`config.mk`:
```
export PLATFORM = sky130hd
export DESIGN_NAME = ledrp_top
export DESIGN_NICKNAME = d
export VERILOG_FILES = /design/src/hw/ledrp_pkg.sv /design/src/hw/ledrp_sync.sv /design/src/hw/ledrp_ptr.sv /design/src/hw/ledrp_top.sv
export VERILOG_INCLUDE_DIRS = /design/src /design/src/hw
export SDC_FILE = /design/constraint.sdc
export NUM_CORES = 1
export LEC_CHECK = 0
export BUFFER_PORTS_ARGS = -buffer_cell sky130_fd_sc_hd__buf_4
export CORE_MARGIN = 2
export CORE_UTILIZATION = 65
export CTS_CLUSTER_SIZE = 20
export DETAILED_ROUTE_END_ITERATION = 10
export GPL_TIMING_DRIVEN = 0
export MAX_ROUTING_LAYER = met4
export PLACE_DENSITY = 0.95
export REMOVE_ABC_BUFFERS = 1
export SLEW_MARGIN = 10
export SYNTH_ARGS = -nofsm -noshare
export SYNTH_HDL_FRONTEND = slang
export SYNTH_HIERARCHICAL = 1
export SYNTH_SLANG_ARGS = --single-unit
```
`constraint.sdc`:
```
create_clock -name clk -period 5.9 [get_ports clk]
set_input_delay 0 -clock clk [delete_from_list [all_inputs] [get_ports clk]]
set_output_delay 0 -clock clk [all_outputs]
set_load 0.05 [all_outputs]
```
`src/hw/ledrp_defs.svh`:
```
`ifndef LEDRP_DEFS_SVH
`define LEDRP_DEFS_SVH

// Register file
`define LEDRP_NUM_REGS 13
`define LEDRP_REG_MODE_A 4'h0
`define LEDRP_REG_MODE_B 4'h1
`define LEDRP_REG_LED0 4'h2
`define LEDRP_REG_LED1 4'h3
`define LEDRP_REG_LED2 4'h4
`define LEDRP_REG_LED3 4'h5
`define LEDRP_REG_GRP_DUTY 4'h6
`define LEDRP_REG_GRP_PERIOD 4'h7
`define LEDRP_REG_OUT_SEL 4'h8
`define LEDRP_REG_GCALL1 4'h9
`define LEDRP_REG_GCALL2 4'hA
`define LEDRP_REG_GCALL3 4'hB
`define LEDRP_REG_BCAST 4'hC
`define LEDRP_PTR_LAST 4'hC

// Control byte fields
`define LEDRP_CTRL_OPT_MSB 7
`define LEDRP_CTRL_OPT_LSB 5
`define LEDRP_CTRL_UNUSED_BIT 4
`define LEDRP_CTRL_PTR_MSB 3
`define LEDRP_CTRL_RESET 8'h80

// Increment options and wrap bounds
`define LEDRP_OPT_NONE 3'h0
`define LEDRP_OPT_ALL 3'h4
`define LEDRP_OPT_BRIGHT 3'h5
`define LEDRP_OPT_GROUP 3'h6
`define LEDRP_OPT_BR_GRP 3'h7
`define LEDRP_ALL_FIRST 4'h0
`define LEDRP_BRIGHT_FIRST 4'h2
`define LEDRP_BRIGHT_LAST 4'h5
`define LEDRP_GROUP_FIRST 4'h6
`define LEDRP_GROUP_LAST 4'h7

// First mode register fields and register write masks
`define LEDRP_MA_LOW_POWER_BIT 4
`define LEDRP_MA_GCALL1_BIT 3
`define LEDRP_MA_GCALL2_BIT 2
`define LEDRP_MA_GCALL3_BIT 1
`define LEDRP_MA_BCAST_BIT 0
`define LEDRP_MODE_A_WR_MASK 8'h1F
`define LEDRP_MODE_B_WR_MASK 8'h3F
`define LEDRP_FULL_WR_MASK 8'hFF

// Reset values
`define LEDRP_MODE_A_RESET 8'h11
`define LEDRP_MODE_B_RESET 8'h05
`define LEDRP_LED_RESET 8'h00
`define LEDRP_GRP_DUTY_RESET 8'hFF
`define LEDRP_GRP_PERIOD_RESET 8'h00
`define LEDRP_OUT_SEL_RESET 8'h00
`define LEDRP_GCALL1_RESET 8'hE2
`define LEDRP_GCALL2_RESET 8'hE4
`define LEDRP_GCALL3_RESET 8'hE8
`define LEDRP_BCAST_RESET 8'hE0

// Bus address and timing
`define LEDRP_SLAVE_ADDR_DEF 7'h2A
`define LEDRP_CLK_MHZ 100
`define LEDRP_WAKE_TIME_US 500
`define LEDRP_WAKE_CYCLES (`LEDRP_WAKE_TIME_US * `LEDRP_CLK_MHZ)

`endif

```
`src/hw/ledrp_pkg.sv`:
```
package ledrp_pkg;
   typedef enum logic [3:0] {
      ST_IDLE,
      ST_ADDR,
      ST_ACK_ADDR,
      ST_CTRL,
      ST_ACK_CTRL,
      ST_WR,
      ST_ACK_WR,
      ST_RD,
      ST_ACK_RD
   } ledrp_state_e;

   typedef logic [3:0] ledrp_ptr_t;
   typedef logic [2:0] ledrp_opt_t;
   typedef logic [7:0] ledrp_byte_t;
endpackage

```
`src/hw/ledrp_sync.sv`:
```
module ledrp_sync #(
   parameter int WIDTH = 2
) (
   input wire logic clk,
   input wire logic rst_n,
   input wire logic [WIDTH-1:0] async_i,
   output logic [WIDTH-1:0] sync_o
);
   logic [WIDTH-1:0] meta_r;

   // Idle bus level is high, so both stages reset high
   always_ff @(posedge clk or negedge rst_n) begin
      if (!rst_n) begin
         meta_r <= '1;
         sync_o <= '1;
      end else begin
         meta_r <= async_i;
         sync_o <= meta_r;
      end
   end
endmodule

```
`src/hw/ledrp_ptr.sv`:
```
`include "ledrp_defs.svh"

module ledrp_ptr (
   input wire ledrp_pkg::ledrp_ptr_t ptr_i,
   input wire ledrp_pkg::ledrp_opt_t option_i,
   output ledrp_pkg::ledrp_ptr_t ptr_nxt
);
   // Step upward, but fold into the option's window at its last register
   function automatic ledrp_pkg::ledrp_ptr_t step(input ledrp_pkg::ledrp_ptr_t p,
                                                  input ledrp_pkg::ledrp_ptr_t last,
                                                  input ledrp_pkg::ledrp_ptr_t first);
      if (p == last) begin
         step = first;
      end else if (p >= `LEDRP_PTR_LAST) begin
         step = `LEDRP_ALL_FIRST;
      end else begin
         step = p + 4'h1;
      end
   endfunction

   always_comb begin
      case (option_i)
         `LEDRP_OPT_ALL: begin
            ptr_nxt = step(ptr_i, `LEDRP_PTR_LAST, `LEDRP_ALL_FIRST);
         end
         `LEDRP_OPT_BRIGHT: begin
            ptr_nxt = step(ptr_i, `LEDRP_BRIGHT_LAST, `LEDRP_BRIGHT_FIRST);
         end
         `LEDRP_OPT_GROUP: begin
            ptr_nxt = step(ptr_i, `LEDRP_GROUP_LAST, `LEDRP_GROUP_FIRST);
         end
         `LEDRP_OPT_BR_GRP: begin
            ptr_nxt = step(ptr_i, `LEDRP_GROUP_LAST, `LEDRP_BRIGHT_FIRST);
         end
         default: begin
            // Option 000 and the reserved codes leave the pointer alone
            ptr_nxt = ptr_i;
         end
      endcase
   end
endmodule

```
`src/hw/ledrp_top.sv`:
```
`include "ledrp_defs.svh"

// Summary of operation
// - First byte after a write address acknowledge is control
// - Low nibble pointer, top three bits option
// - Top option bit set advances pointer per byte
// - Option zero keeps pointer fixed
// - Option 100 wraps 1100 to 0000
// - Option 101 wraps 0101 to 0010
// - Option 110 wraps 0111 to 0110
// - Option 111 wraps 0111 to 0010
// - Increment changes only the pointer bits
// - Control pointer selects first register accessed
// - Out-of-window start counts up through zero
// - Pointers above 1100 are not acknowledged
// - Thirteen registers decoded at 00h to 0Ch
// - Mode bits 7:5 mirror option, read-only
// - Mode bit 4 selects low power
// - Mode bits 3:1 enable group-call addresses
// - Mode bit 0 enables broadcast address
// - Address byte bit zero selects direction
module ledrp_top #(
   parameter logic [6:0] SLAVE_ADDR = `LEDRP_SLAVE_ADDR_DEF,
   parameter int WAKE_CYCLES = `LEDRP_WAKE_CYCLES
) (
   input wire logic clk,
   input wire logic rst_n,
   input wire logic scl_i,
   input wire logic sda_i,
   output logic sda_o,
   output logic sda_oe,
   output logic low_power_o,
   output logic osc_ready_o,
   output logic [7:0] mode_config_b_o,
   output logic [7:0] led0_brightness_o,
   output logic [7:0] led1_brightness_o,
   output logic [7:0] led2_brightness_o,
   output logic [7:0] led3_brightness_o,
   output logic [7:0] group_duty_o,
   output logic [7:0] group_period_o,
   output logic [7:0] led_output_select_o,
   output logic [3:0] register_pointer_o,
   output logic [2:0] increment_option_o
);
   localparam int WAKE_W = $clog2(WAKE_CYCLES + 1);
   localparam logic [WAKE_W-1:0] WAKE_LAST = WAKE_W'(WAKE_CYCLES);

   logic scl_s;
   logic sda_s;
   logic scl_d_r;
   logic sda_d_r;
   logic scl_rise;
   logic scl_fall;
   logic bus_start;
   logic bus_stop;

   ledrp_pkg::ledrp_state_e state_r;
   logic [3:0] bit_cnt_r;
   ledrp_pkg::ledrp_byte_t shift_r;
   logic read_r;
   logic nack_r;
   ledrp_pkg::ledrp_byte_t ctrl_r;
   ledrp_pkg::ledrp_byte_t regs_r [`LEDRP_NUM_REGS];
   ledrp_pkg::ledrp_ptr_t ptr;
   ledrp_pkg::ledrp_ptr_t ptr_nxt;
   ledrp_pkg::ledrp_byte_t rd_data;
   logic [WAKE_W-1:0] wake_cnt_r;
   logic osc_ready_r;

   logic receiving;
   logic byte_end;
   logic addr_hit;
   logic addr_done;
   logic ctrl_done;
   logic ctrl_ok;
   logic wr_done;
   logic rd_done;
   logic rd_first;
   logic rd_next;
   logic rd_load;
   logic ack_end;

   function automatic ledrp_pkg::ledrp_byte_t reg_reset(input int idx);
      case (idx)
         0: reg_reset = `LEDRP_MODE_A_RESET;
         1: reg_reset = `LEDRP_MODE_B_RESET;
         6: reg_reset = `LEDRP_GRP_DUTY_RESET;
         7: reg_reset = `LEDRP_GRP_PERIOD_RESET;
         8: reg_reset = `LEDRP_OUT_SEL_RESET;
         9: reg_reset = `LEDRP_GCALL1_RESET;
         10: reg_reset = `LEDRP_GCALL2_RESET;
         11: reg_reset = `LEDRP_GCALL3_RESET;
         12: reg_reset = `LEDRP_BCAST_RESET;
         default: reg_reset = `LEDRP_LED_RESET;
      endcase
   endfunction

   // Bits outside the mask keep their stored value on a write
   function automatic ledrp_pkg::ledrp_byte_t wr_mask(input ledrp_pkg::ledrp_ptr_t idx);
      case (idx)
         `LEDRP_REG_MODE_A: wr_mask = `LEDRP_MODE_A_WR_MASK;
         `LEDRP_REG_MODE_B: wr_mask = `LEDRP_MODE_B_WR_MASK;
         default: wr_mask = `LEDRP_FULL_WR_MASK;
      endcase
   endfunction

   ledrp_sync #(
      .WIDTH(2)
   ) u_sync (
      .clk(clk),
      .rst_n(rst_n),
      .async_i({scl_i, sda_i}),
      .sync_o({scl_s, sda_s})
   );

   always_ff @(posedge clk or negedge rst_n) begin
      if (!rst_n) begin
         scl_d_r <= 1'b1;
         sda_d_r <= 1'b1;
      end else begin
         scl_d_r <= scl_s;
         sda_d_r <= sda_s;
      end
   end

   assign scl_rise = scl_s & ~scl_d_r;
   assign scl_fall = ~scl_s & scl_d_r;
   assign bus_start = scl_s & scl_d_r & sda_d_r & ~sda_s;
   assign bus_stop = scl_s & scl_d_r & ~sda_d_r & sda_s;

   assign ptr = ctrl_r[`LEDRP_CTRL_PTR_MSB:0];

   ledrp_ptr u_ptr (
      .ptr_i(ptr),
      .option_i(ctrl_r[`LEDRP_CTRL_OPT_MSB:`LEDRP_CTRL_OPT_LSB]),
      .ptr_nxt(ptr_nxt)
   );

   // Own address, plus the enabled broadcast and group-call addresses
   always_comb begin
      addr_hit = (shift_r[7:1] == SLAVE_ADDR);
      if (regs_r[`LEDRP_REG_MODE_A][`LEDRP_MA_BCAST_BIT] &&
          shift_r[7:1] == regs_r[`LEDRP_REG_BCAST][7:1]) begin
         addr_hit = 1'b1;
      end
      if (regs_r[`LEDRP_REG_MODE_A][`LEDRP_MA_GCALL1_BIT] &&
          shift_r[7:1] == regs_r[`LEDRP_REG_GCALL1][7:1]) begin
         addr_hit = 1'b1;
      end
      if (regs_r[`LEDRP_REG_MODE_A][`LEDRP_MA_GCALL2_BIT] &&
          shift_r[7:1] == regs_r[`LEDRP_REG_GCALL2][7:1]) begin
         addr_hit = 1'b1;
      end
      if (regs_r[`LEDRP_REG_MODE_A][`LEDRP_MA_GCALL3_BIT] &&
          shift_r[7:1] == regs_r[`LEDRP_REG_GCALL3][7:1]) begin
         addr_hit = 1'b1;
      end
   end

   // Read view of the register at the pointer
   always_comb begin
      if (ptr == `LEDRP_REG_MODE_A) begin
         rd_data = {ctrl_r[`LEDRP_CTRL_OPT_MSB:`LEDRP_CTRL_OPT_LSB],
                    regs_r[`LEDRP_REG_MODE_A][4:0]};
      end else if (ptr == `LEDRP_REG_MODE_B) begin
         rd_data = regs_r[`LEDRP_REG_MODE_B] & `LEDRP_MODE_B_WR_MASK;
      end else if (ptr <= `LEDRP_PTR_LAST) begin
         rd_data = regs_r[ptr];
      end else begin
         rd_data = 8'h00;
      end
   end

   assign receiving = (state_r == ledrp_pkg::ST_ADDR) || (state_r == ledrp_pkg::ST_CTRL) ||
                      (state_r == ledrp_pkg::ST_WR);
   assign byte_end = scl_fall && (bit_cnt_r == 4'h8);
   assign addr_done = (state_r == ledrp_pkg::ST_ADDR) && byte_end;
   assign ctrl_done = (state_r == ledrp_pkg::ST_CTRL) && byte_end;
   assign ctrl_ok = (shift_r[`LEDRP_CTRL_PTR_MSB:0] <= `LEDRP_PTR_LAST);
   assign wr_done = (state_r == ledrp_pkg::ST_WR) && byte_end;
   assign rd_done = (state_r == ledrp_pkg::ST_RD) && scl_fall && (bit_cnt_r == 4'h7);
   assign rd_first = (state_r == ledrp_pkg::ST_ACK_ADDR) && scl_fall && read_r;
   assign rd_next = (state_r == ledrp_pkg::ST_ACK_RD) && scl_fall && !nack_r;
   assign rd_load = rd_first || rd_next;
   assign ack_end = scl_fall && ((state_r == ledrp_pkg::ST_ACK_ADDR) ||
                                 (state_r == ledrp_pkg::ST_ACK_CTRL) ||
                                 (state_r == ledrp_pkg::ST_ACK_WR) ||
                                 (state_r == ledrp_pkg::ST_ACK_RD));

   // Transfer sequencer
   always_ff @(posedge clk or negedge rst_n) begin
      if (!rst_n) begin
         state_r <= ledrp_pkg::ST_IDLE;
      end else if (bus_start) begin
         state_r <= ledrp_pkg::ST_ADDR;
      end else if (bus_stop) begin
         state_r <= ledrp_pkg::ST_IDLE;
      end else begin
         case (state_r)
            ledrp_pkg::ST_ADDR: begin
               if (addr_done) begin
                  state_r <= addr_hit ? ledrp_pkg::ST_ACK_ADDR : ledrp_pkg::ST_IDLE;
               end
            end
            ledrp_pkg::ST_ACK_ADDR: begin
               if (scl_fall) begin
                  state_r <= read_r ? ledrp_pkg::ST_RD : ledrp_pkg::ST_CTRL;
               end
            end
            ledrp_pkg::ST_CTRL: begin
               if (ctrl_done) begin
                  state_r <= ctrl_ok ? ledrp_pkg::ST_ACK_CTRL : ledrp_pkg::ST_IDLE;
               end
            end
            ledrp_pkg::ST_ACK_CTRL: begin
               if (scl_fall) begin
                  state_r <= ledrp_pkg::ST_WR;
               end
            end
            ledrp_pkg::ST_WR: begin
               if (wr_done) begin
                  state_r <= ledrp_pkg::ST_ACK_WR;
               end
            end
            ledrp_pkg::ST_ACK_WR: begin
               if (scl_fall) begin
                  state_r <= ledrp_pkg::ST_WR;
               end
            end
            ledrp_pkg::ST_RD: begin
               if (rd_done) begin
                  state_r <= ledrp_pkg::ST_ACK_RD;
               end
            end
            ledrp_pkg::ST_ACK_RD: begin
               if (scl_fall) begin
                  state_r <= nack_r ? ledrp_pkg::ST_IDLE : ledrp_pkg::ST_RD;
               end
            end
            default: begin
               state_r <= ledrp_pkg::ST_IDLE;
            end
         endcase
      end
   end

   // Received bits count on rising clock edges, sent bits on falling ones
   always_ff @(posedge clk or negedge rst_n) begin
      if (!rst_n) begin
         bit_cnt_r <= 4'h0;
      end else if (bus_start || ack_end || byte_end) begin
         bit_cnt_r <= 4'h0;
      end else if (receiving && scl_rise && bit_cnt_r != 4'h8) begin
         bit_cnt_r <= bit_cnt_r + 4'h1;
      end else if (state_r == ledrp_pkg::ST_RD && scl_fall && bit_cnt_r != 4'h7) begin
         bit_cnt_r <= bit_cnt_r + 4'h1;
      end
   end

   always_ff @(posedge clk or negedge rst_n) begin
      if (!rst_n) begin
         shift_r <= 8'h00;
      end else if (rd_load) begin
         shift_r <= rd_data;
      end else if (receiving && scl_rise && bit_cnt_r != 4'h8) begin
         shift_r <= {shift_r[6:0], sda_s};
      end else if (state_r == ledrp_pkg::ST_RD && scl_fall && bit_cnt_r != 4'h7) begin
         shift_r <= {shift_r[6:0], 1'b0};
      end
   end

   always_ff @(posedge clk or negedge rst_n) begin
      if (!rst_n) begin
         read_r <= 1'b0;
      end else if (addr_done) begin
         read_r <= shift_r[0];
      end
   end

   // Master acknowledge is sampled while the clock is high
   always_ff @(posedge clk or negedge rst_n) begin
      if (!rst_n) begin
         nack_r <= 1'b1;
      end else if (state_r == ledrp_pkg::ST_ACK_RD && scl_rise) begin
         nack_r <= sda_s;
      end
   end

   // Control byte: loaded whole, then only the pointer nibble moves
   always_ff @(posedge clk or negedge rst_n) begin
      if (!rst_n) begin
         ctrl_r <= `LEDRP_CTRL_RESET;
      end else if (ctrl_done && ctrl_ok) begin
         ctrl_r <= shift_r;
      end else if (wr_done || rd_done) begin
         ctrl_r[`LEDRP_CTRL_PTR_MSB:0] <= ptr_nxt;
      end
   end

   always_ff @(posedge clk or negedge rst_n) begin
      if (!rst_n) begin
         for (int i = 0; i < `LEDRP_NUM_REGS; i++) begin
            regs_r[i] <= reg_reset(i);
         end
      end else if (wr_done && ptr <= `LEDRP_PTR_LAST) begin
         regs_r[ptr] <= (shift_r & wr_mask(ptr)) | (regs_r[ptr] & ~wr_mask(ptr));
      end
   end

   // Oscillator start-up delay after leaving low power
   always_ff @(posedge clk or negedge rst_n) begin
      if (!rst_n) begin
         wake_cnt_r <= '0;
      end else if (regs_r[`LEDRP_REG_MODE_A][`LEDRP_MA_LOW_POWER_BIT]) begin
         wake_cnt_r <= '0;
      end else if (wake_cnt_r != WAKE_LAST) begin
         wake_cnt_r <= wake_cnt_r + 1'b1;
      end
   end

   always_ff @(posedge clk or negedge rst_n) begin
      if (!rst_n) begin
         osc_ready_r <= 1'b0;
      end else begin
         osc_ready_r <= !regs_r[`LEDRP_REG_MODE_A][`LEDRP_MA_LOW_POWER_BIT] &&
                        (wake_cnt_r == WAKE_LAST);
      end
   end

   // Open drain: only ever pull low
   assign sda_o = 1'b0;
   always_comb begin
      case (state_r)
         ledrp_pkg::ST_ACK_ADDR: sda_oe = 1'b1;
         ledrp_pkg::ST_ACK_CTRL: sda_oe = 1'b1;
         ledrp_pkg::ST_ACK_WR: sda_oe = 1'b1;
         ledrp_pkg::ST_RD: sda_oe = ~shift_r[7];
         default: sda_oe = 1'b0;
      endcase
   end

   assign low_power_o = regs_r[`LEDRP_REG_MODE_A][`LEDRP_MA_LOW_POWER_BIT];
   // Ready drops in the same cycle that low power returns, not one later
   assign osc_ready_o = osc_ready_r & ~low_power_o;
   assign mode_config_b_o = regs_r[`LEDRP_REG_MODE_B] & `LEDRP_MODE_B_WR_MASK;
   assign led0_brightness_o = regs_r[`LEDRP_REG_LED0];
   assign led1_brightness_o = regs_r[`LEDRP_REG_LED1];
   assign led2_brightness_o = regs_r[`LEDRP_REG_LED2];
   assign led3_brightness_o = regs_r[`LEDRP_REG_LED3];
   assign group_duty_o = regs_r[`LEDRP_REG_GRP_DUTY];
   assign group_period_o = regs_r[`LEDRP_REG_GRP_PERIOD];
   assign led_output_select_o = regs_r[`LEDRP_REG_OUT_SEL];
   assign register_pointer_o = ptr;
   assign increment_option_o = ctrl_r[`LEDRP_CTRL_OPT_MSB:`LEDRP_CTRL_OPT_LSB];
endmodule

```
==> results of run 1 <==
final cells by class:
type	instances	area [um2]
Clock buffer	17	425
Multi-Input combinational cell	490	3980
Clock inverter	14	175
Inverter	17	63.8
Timing Repair Buffer	81	672
Fill cell	776	3390
Sequential cell	152	3850
Tap cell	172	215
cells in the final DEF, fill, tap and decap left out, types with 4 or more instances in the layout:
cell type and n:
ha_1 7, dfstp_2 35, nand2_1 44, nor3_1 6
nand2b_1 10, a21oi_1 29, and3_1 6, nor2b_1 6
o221ai_1 7, nand3_1 24, buf_4 74, xnor2_1 24
o21ai_0 38, dfrtp_1 115, mux2i_1 20, mux2_2 78
nand4_1 11, inv_1 17, mux4_2 24, a22oi_1 8
clkbuf_16 17, nor4_1 4, nor2_8 8, xor2_1 21
o211ai_1 5, nor2_1 60
sequential cells by signal (all words and copies together) (netlist names):
name and cells:
bit_cnt_r 4, ctrl_r 7, group_duty_o 8, group_period_o 8
led0_brightness_o 8, led1_brightness_o 8, led2_brightness_o 8, led3_brightness_o 8
led_output_select_o 8, low_power_o 1, mode_config_b_o 6, nack_r 1
osc_ready_r 1, read_r 1, regs_r 41, scl_d_r 1
sda_d_r 1, shift_r 8, state_r 4, u_sync/meta_r 2
u_sync/sync_o 2, wake_cnt_r 16
stage by stage:
stage / hold slack (ps) / cell area [um2] / total power (uW) / utilization (%)
finish: 143 / 9380 / 2580 / 73.4
global route: 204 / 9380 / 2670 / 73.4
CTS: 170 / 9380 / 2580 / 73.4
detailed placement: 60.4 / 8750 / 1460 / 68.5
global placement: 111 / 8660 / 1440 / 67.8
floorplan: -296 / 7880 / 1350 / -
routing by layer:
metal | vias up | part of all wire [%]
met2 | 345 | 51
met1 | 3121 | 37
met5 | - | 0
met3 | 89 | 7.0
li1 | 2627 | -
met4 | 0 | 4.5
final timing paths:
path	from	endpoint	slack (ps)
hold reg to reg	u_sync/meta_r[0]	u_sync/sync_o[0]	360
setup reg to reg	ctrl_r[3]	led2_brightness_o[6]	2790
min in group clk	sda_i	u_sync/meta_r[0]	230
setup / recovery	ctrl_r[3]	led2_brightness_o[6]	2790
hold / removal	rst_n	led_output_select_o[1]	140
max in group asynchronous	rst_n	low_power_o	4900
kinds of logic (layout without fill, tap and decap cells):
family                     Yosys count  count (layout)
and+or+nand+nor                    204             204
DFF                                152             152
buffers and inverters              130             129
muxes                              123             123
AOI/OAI and AO/OA                  108             108
xor gates and xnor gates            45              45
adders and majority gates            7               7
other                                1               3
worst register-to-register path: stages (launching register included):
cell and delay [ps]:
dfrtp_1 750, nor3_2 850, mux2i_1 1050, o21ai_0 280
power by group:
group	leakage, uW	internal (uW)	switching [uW]
clock network	0.000286	666	453
registers	0.00196	1080	161
logic	0.00218	106	118
what timing repair did:
action,4_1_cts,5_1_grt
endpoints found under the hold margin,74,0
setup buffers,0,0
hold buffers,3,0
==> results.cfg, run 1 <==
[status]
status = complete, no violations

[synth]
synth.distinct_cells = 59
synth.top_cell.area_share_pct = 34.1
synth_top_family_by_area = multiplexers
synth_compound_area_share_pct = 7.85
yosys.area_share.adder_pct = 1.02
ys_async_sr_fraction_pct = 100
ys_seq_area_share_pct = 44.8
netlist_area_um2 = 8580
synth_edf_count = 0
synthCells = 770
synth_common_cells = 117 x dfrtp_1, 78 x mux2_2, 70 x buf_4
synth_mux_area_share_pct = 19.0
synth_seq_cells = 152
synth-xor-area-share_pct = 4.59
yosys-top-cells-area = dfrtp_1 34%, dfstp_2 11%, mux2_2 10%
synth_warnings = 6
yosysTopAreaCell = dfrtp_1
ys.flop_type = dfrtp_1
yosysMostFrequentCell = dfrtp_1
avgSynthCellArea_um2 = 11.1
yosys.area_share.simple_pct = 13.7

[timing]
post-route-min-period_ps = 3110
worst_slew_pin_slew_ps = 1260
post-route-period-util_pct = 52.8
relSlewSlack_pct = 13.6
rsz0062_at_grt = false
slew_viol_final = 0
setup_viol = 0
finalSetupTns_ps = 0
fmax_ghz = 0.321
skew_ps = 8.69
finalHoldViolCount = 0
worst_slack_ps = 2790

[critical_path]
start_kind = register
cpLargestDelayFamily = multiplexers
worstPathArrival_ps = 3360
critical_path_buf_inv_count = 0
max_stage_delay_ps = 1050
rr_worst_depth = 3
cp_max_fo = 22
crit_required_ps = 6150
end_kind = register
slowest_stage = mux2i_1
cp_num_cells = 3
crit_type = register to register
path_cells = nor3_2 -> mux2i_1 -> o21ai_0

[clock_network]
clockBufferDepth = 2
clk_latency_ps = 440
clk_pin_slew_ps = 60
cts_resized = 0
htreeDepth = 4
cts_buffers = 17
cts_tree = yes
clock_sinks = 152
clockRootBuffer = clkbuf_16

[detailed_routing]
remaining_drc_errors = 0
drtIter0Drc = 737
antenna_left = 0
via_count = 6182
firstDrtPassIters = 8
wl_per_cell_um = 22.5
totalWireLength_mm = 21.2
viasPerCell = 6.56

[job]
cap_violations = 0

[global_route]
grt_pass1_wl_mm = 34.0
busiest_layer = met2
antenna_found_initial = 0
grt_pass1_vias = 6318
use_met1_pct = 37.7
grt.met2_usage_pct = 52.1
grt-ovfl-total = 0
gr-usage-all-layers_pct = 32.0
grt_use_met3_pct = 7.14
grt_max_degree = 81

[final_layout]
antennaDiodeCount = 0
final_layout_size_suffix_gt1_share_pct = 35.1
area_growth_pct = 9.35
final_cells = 943
layout.nets = 770

[place]
gp_congestion = 0.923
dp.cells = 909
dp_worst_setup_slack_ps = 2790
hpwl_mm = 14.0
port-buffer-count = 75

[floorplan]
die_w_um = 119
die_h_um = 119
initial_utilization_pct = 67.2
row_count = 41
die_area_um2 = 14100
ios = 79
coreArea_um2 = 12800

[power_and_ir_drop]
ir_drop_v = 0.000204
powerDensity_nw_per_um2 = 275
leakage_uw = 0.00443

[min_path]
min_path_type = input port to async pin
No activity file was read; power rests on OpenSTA's default activity.
==> run 2: changes to the inputs <==
--- a/config.mk
+++ b/config.mk
@@ -8,12 +8,12 @@
 export LEC_CHECK = 0
 export BUFFER_PORTS_ARGS = -buffer_cell sky130_fd_sc_hd__buf_4
 export CORE_MARGIN = 2
-export CORE_UTILIZATION = 65
+export CORE_UTILIZATION = 54
 export CTS_CLUSTER_SIZE = 20
 export DETAILED_ROUTE_END_ITERATION = 10
 export GPL_TIMING_DRIVEN = 0
 export MAX_ROUTING_LAYER = met4
-export PLACE_DENSITY = 0.95
+export PLACE_DENSITY = 0.87
 export REMOVE_ABC_BUFFERS = 1
 export SLEW_MARGIN = 10
 export SYNTH_ARGS = -nofsm -noshare
==> constraint.sdc (replaced) <==
create_clock -name clk -period 2.8 [get_ports clk]
set_input_delay 0 -clock clk [delete_from_list [all_inputs] [get_ports clk]]
set_output_delay 0 -clock clk [all_outputs]
set_load 0.05 [all_outputs]
==> run 2 against run 1 <==
Effect of this change:
- non-clock buffer count is the same
- wire length shrank 5.2%
- global-route usage shrank 5.8 points
- die area grew 20%
- register-to-register slack lost 2700 ps
- total power grew 100%
- clock skew grew 1.2 ps
- via count shrank 2.5%
- hold slack lost 65 ps
- clock power grew 96%
- sequential share of layout area shrank 0.20 points
- first-iteration DRC count shrank 18%
- largest cell class unchanged
==> results.cfg, run 2 (synthesized netlist as in run 1, its figures left out) <==
[critical_path]
crit_required_ps = 3070
crit_type = register to register
r2r-end = led0_brightness_o[7]
start_kind = register
slowest_stage = dfrtp_2
r2r-start = ctrl_r[0]
rrSetupSlack_ps = 110
rr_worst_depth = 4
critPathCapture = led0_brightness_o[7]
worstPathArrival_ps = 2970
end_kind = register
path_cells = buf_12 -> mux4_2 -> mux2i_2 -> a21oi_1
max_stage_delay_ps = 770
cp_max_fo = 26
crit_start = ctrl_r[0]

[timing]
finalHoldViolCount = 0
fmax_ghz = 0.371
post-route-min-period_ps = 2690
worst_slew_pin_slew_ps = 1170
skew_ps = 9.94
slew_viol_final = 0
setup_viol = 0
post-route-period-util_pct = 96.2
relSlewSlack_pct = 22.1
hold_slack_ps = 78.7

[detailed_routing]
firstDrtPassIters = 5
totalWireLength_mm = 20.1
viasPerCell = 6.10
wl_per_cell_um = 20.4
drtIter0Drc = 608
remaining_drc_errors = 0
antenna_left = 0
via_count = 6027

[final_layout]
largest_register = regs_r
final_util_pct = 60.0
final_layout_size_suffix_gt1_share_pct = 35.6
final_common_cell = dfrtp_1
area_growth_pct = 9.89
reg_top3 = regs_r x41, wake_cnt_r x16
final_cell_mix = 115 x dfrtp_1, 78 x mux2_2, 74 x buf_4, 59 x nor2_1, 44 x nand2_1
largest_reg_flops = 41
final_cells = 988
layout.nets = 770
antennaDiodeCount = 0

[clock_network]
cts_buffers = 17
clk_latency_ps = 430
clk_pin_slew_ps = 60
cts_tree = yes
clock_sinks = 152
clockBufferDepth = 2
cts_setup_buffers = 0
clockRootBuffer = clkbuf_16
htreeDepth = 4

[floorplan]
die_w_um = 130
initial_utilization_pct = 54.6
die_h_um = 130
coreArea_um2 = 15700
row_count = 46
die_area_um2 = 16900
ios = 79

[place]
dp.cells = 953
hpwl_mm = 13.2
gp_congestion = 0.885
port-buffer-count = 75

[power_and_ir_drop]
pwr-share-comb_pct = 8.7
p_int_uw = 3750
power.switching_uw = 1520
powerDensity_nw_per_um2 = 558
seqPwrFrac_pct = 49.8
leakage_uw = 0.00441
sw_frac_of_total_pct = 28.8
p_clk_share_pct = 41.6
ir_drop_v = 0.000541

[global_route]
grt-ovfl-total = 0
gr-usage-all-layers_pct = 26.2
grt_max_degree = 93
grt_use_met3_pct = 6.31
use_met1_pct = 33.2
antenna_found_initial = 0
grt_pass1_vias = 6015
busiest_layer = met2
grt.met2_usage_pct = 39.9
grt_pass1_wl_mm = 32.8

[min_path]
min_path_type = input port to async pin

[status]
status = complete, no violations

[job]
cap_violations = 0
-- run 2: cell count changes in the layout (fill, tap and decap cells not counted), sizes merged --
cell	before	now
bufinv	3	1
clkinv	5	3
inv	20	22
clkbuf	17	20
-- run 2: timing repair --
item	4_1_cts	5_1_grt
hold endpoints to repair	139	0
hold buffers	3	0
setup endpoints to repair	32	7
pin swaps	0	0
gates resized for setup	3	5
-- run 2: power groups by stage --
| stage | Sequential [uW] | Combinational, uW | Clock [uW] |
|---|---|---|---|
| 6_report | 2620 | 457 | 2190 |
| 5_1_grt | 2640 | 521 | 2320 |
| 4_1_cts | 2600 | 455 | 2210 |
| 3_5_place_dp | 2630 | 448 | 0 |
| 3_3_place_gp | 2630 | 431 | 0 |
| 2_1_floorplan | 2500 | 331 | 0 |
-- run 2: through the flow --
| stage | total power [uW] | instance area (um2) | setup WS, ps | setup TNS, ps |
|---|---|---|---|---|
| 2_1_floorplan | 2830 | 7880 | -400 | -18500 |
| 3_3_place_gp | 3060 | 8710 | -993 | -69800 |
| 3_5_place_dp | 3080 | 8800 | -116 | -2030 |
| 4_1_cts | 5260 | 9400 | 114 | 0 |
| 5_1_grt | 5490 | 9430 | -3.08 | -3.08 |
| 6_report | 5260 | 9430 | 107 | 0 |
-- run 2: final cells by class --
cell class,instances,area (um2)
multi-input cells,490,4010
clock buffers,20,447
flip-flops and latches,152,3850
fillers,1178,6280
repair buffers,81,668
clock inverters,12,115
inverters,17,63.8
well taps,216,270
-- run 2: routing by layer --
metal	vias up	part of all wire, %
met5	-	0
met4	0	4.1
met3	62	7.2
met2	270	48
li1	2635	-
met1	3060	40
-- run 2: critical path: cells and delay by family (launching register included) --
family	cells	cell delay (ps)
mux	2	1250
buf+inv	1	280
compound gates	1	210
flops	1	770
-- run 2: worst min path at each step --
stage | from | to | slack, ps | cells after the start
5_1_grt | rst_n | regs_r[8] | 130 | 2
4_1_cts | rst_n | regs_r[8] | 100 | 2
3_5_place_dp | rst_n | regs_r[8] | -40 | 1
6_report | rst_n | regs_r[8] | 80 | 2
2_1_floorplan | rst_n | bit_cnt_r[0] | -300 | 0
3_3_place_gp | scl_i | u_sync/meta_r[1] | 110 | 1
==> run 3: changes to the inputs <==
--- a/config.mk
+++ b/config.mk
@@ -12,7 +12,6 @@
 export CTS_CLUSTER_SIZE = 20
 export DETAILED_ROUTE_END_ITERATION = 10
 export GPL_TIMING_DRIVEN = 0
-export MAX_ROUTING_LAYER = met4
 export PLACE_DENSITY = 0.87
 export REMOVE_ABC_BUFFERS = 1
 export SLEW_MARGIN = 10
==> run 3 against run 2 <==
Effect of this change:
- sequential share of layout area is 0.073 points higher
- combinational power grew 0.9%
- non-clock buffer count stayed put
- wire length is 2.4% lower
- final area shrank 0.15%
- critical path type unchanged
- sequential power about the same
- clock skew shrank 0.72 ps
- via count fell by 1.8%
- first-iteration DRC count decreased by 3.9%
- worst setup slack better by 69 ps
- final cell count stayed put
==> results.cfg, run 3 (synthesized netlist as in run 1, its figures left out) <==
[status]
status = complete, no violations

[final_layout]
layout.nets = 770
final_layout_size_suffix_gt1_share_pct = 35.4
final_common_cell = dfrtp_1
antennaDiodeCount = 0
final_cell_mix = 114 x dfrtp_1, 78 x mux2_2, 74 x buf_4, 59 x nor2_1, 44 x nand2_1
largest_reg_flops = 41
largest_register = regs_r
reg_top3 = regs_r x41, wake_cnt_r x16
area_growth_pct = 9.73

[power_and_ir_drop]
ir_drop_v = 0.000405
seqPwrFrac_pct = 49.6
leakage_uw = 0.00441
p_int_uw = 3790
p_clk_share_pct = 41.7
powerDensity_nw_per_um2 = 561
sw_frac_of_total_pct = 28.2
power.switching_uw = 1490
pwr-share-comb_pct = 8.7

[place]
hpwl_mm = 13.2
port-buffer-count = 75
dp_worst_setup_slack_ps = -106
gp_congestion = 0.904

[floorplan]
die_area_um2 = 16900
row_count = 46
initial_utilization_pct = 54.6
die_h_um = 130
die_w_um = 130
coreArea_um2 = 15700
ios = 79

[timing]
setup_viol = 0
worst_slew_pin_slew_ps = 899
relSlewSlack_pct = 40.1
rsz0062_at_grt = false
fmax_ghz = 0.381
post-route-min-period_ps = 2620
worst_slack_ps = 175
finalSetupTns_ps = 0
hold_slack_ps = 66.6
slew_viol_final = 0
finalHoldViolCount = 0
skew_ps = 9.22
post-route-period-util_pct = 93.7

[detailed_routing]
via_count = 5921
remaining_drc_errors = 0
wl_per_cell_um = 19.9
firstDrtPassIters = 7
drtIter0Drc = 584
antenna_left = 0
totalWireLength_mm = 19.6
viasPerCell = 5.99

[global_route]
grt_pass1_vias = 5900
grt_max_degree = 104
grt-ovfl-total = 0
antenna_found_initial = 0
grt_pass1_wl_mm = 32.2
gr-usage-all-layers_pct = 24.9

[critical_path]
crit_start = ctrl_r[2]
crit_required_ps = 3070
r2r-start = ctrl_r[2]
start_kind = register
crit_type = register to register
worstPathArrival_ps = 2890
end_kind = register
cp_max_fo = 23

[clock_network]
cts_tree = yes
cts_setup_buffers = 0
htreeDepth = 4
cts_buffers = 17
clockRootBuffer = clkbuf_16
clk_pin_slew_ps = 60
clock_sinks = 152
clk_latency_ps = 420
clockBufferDepth = 2

[job]
cap_violations = 0

[min_path]
min_path_type = input port to async pin
==> run 3: changes by cell type in the layout (fill, tap and decap cells not counted), sizes merged <==
cell | before | now
clkbuf | 20 | 23
inv | 22 | 18
clkinvlp | 3 | 2
clkinv | 3 | 5
==> run 3: worst paths after layout <==
check	cells past startpoint	slack, ps	endpoint
max in group asynchronous	3	1900	nack_r
worst min-delay path	2	70	regs_r[24]
worst min register to register	0	360	u_sync/sync_o[1]
worst max register to register	3	180	led2_brightness_o[6]
min in group clk	2	240	u_sync/meta_r[0]
worst max-delay path	3	180	led2_brightness_o[6]
==> run 3: final cells by class <==
cell class,instances,area (um2)
fillers,1208,6300
multi-input cells,490,3990
flip-flops and latches,152,3850
repair buffers,81,668
clock buffers,23,478
well taps,216,270
clock inverters,9,92.6
inverters,17,63.8
==> run 3: what timing repair did <==
item                                    in CTS  in global routing
endpoints found under the setup margin      24                 15
endpoints found under the hold margin      130                  0
hold buffers                                 3                  0
gates resized for setup                      3                  2
==> run 3: layer usage <==
layer  wire length [um]  GRT usage [%]  vias up  share of wire, %
met5                  0              0        -                 0
met4                674           10.4        0               3.4
met3               1520           6.44       61               7.7
met2               9630           39.9      286                49
met1               7820           32.4     2949                40
li1                   -              -     2625                 -
==> run 3: critical path, stage by stage (launching register included) <==
cell and delay, ps:
dfrtp_1 700, nor3_2 830, mux2i_2 710, o21ai_0 210
==> run 3: per-stage QoR <==
| step | cell area, um2 | cells | util (%) | power (uW) |
|---|---|---|---|---|
| finish | 9410 | 988 | 59.9 | 5280 |
| global route | 9410 | 988 | 59.9 | 5490 |
| CTS | 9410 | 988 | 59.9 | 5290 |
| detailed placement | 8800 | 953 | 56.0 | 3090 |
| global placement | 8710 | 950 | 55.5 | 3060 |
| floorplan | 7880 | 659 | - | 2830 |
==> run 3: power by group through the flow <==
stage	Combinational [uW]	Clock (uW)	Sequential [uW]
floorplan	331	0	2500
global placement	431	0	2620
detailed placement	453	0	2640
CTS	465	2220	2600
global route	522	2330	2640
finish	461	2200	2620
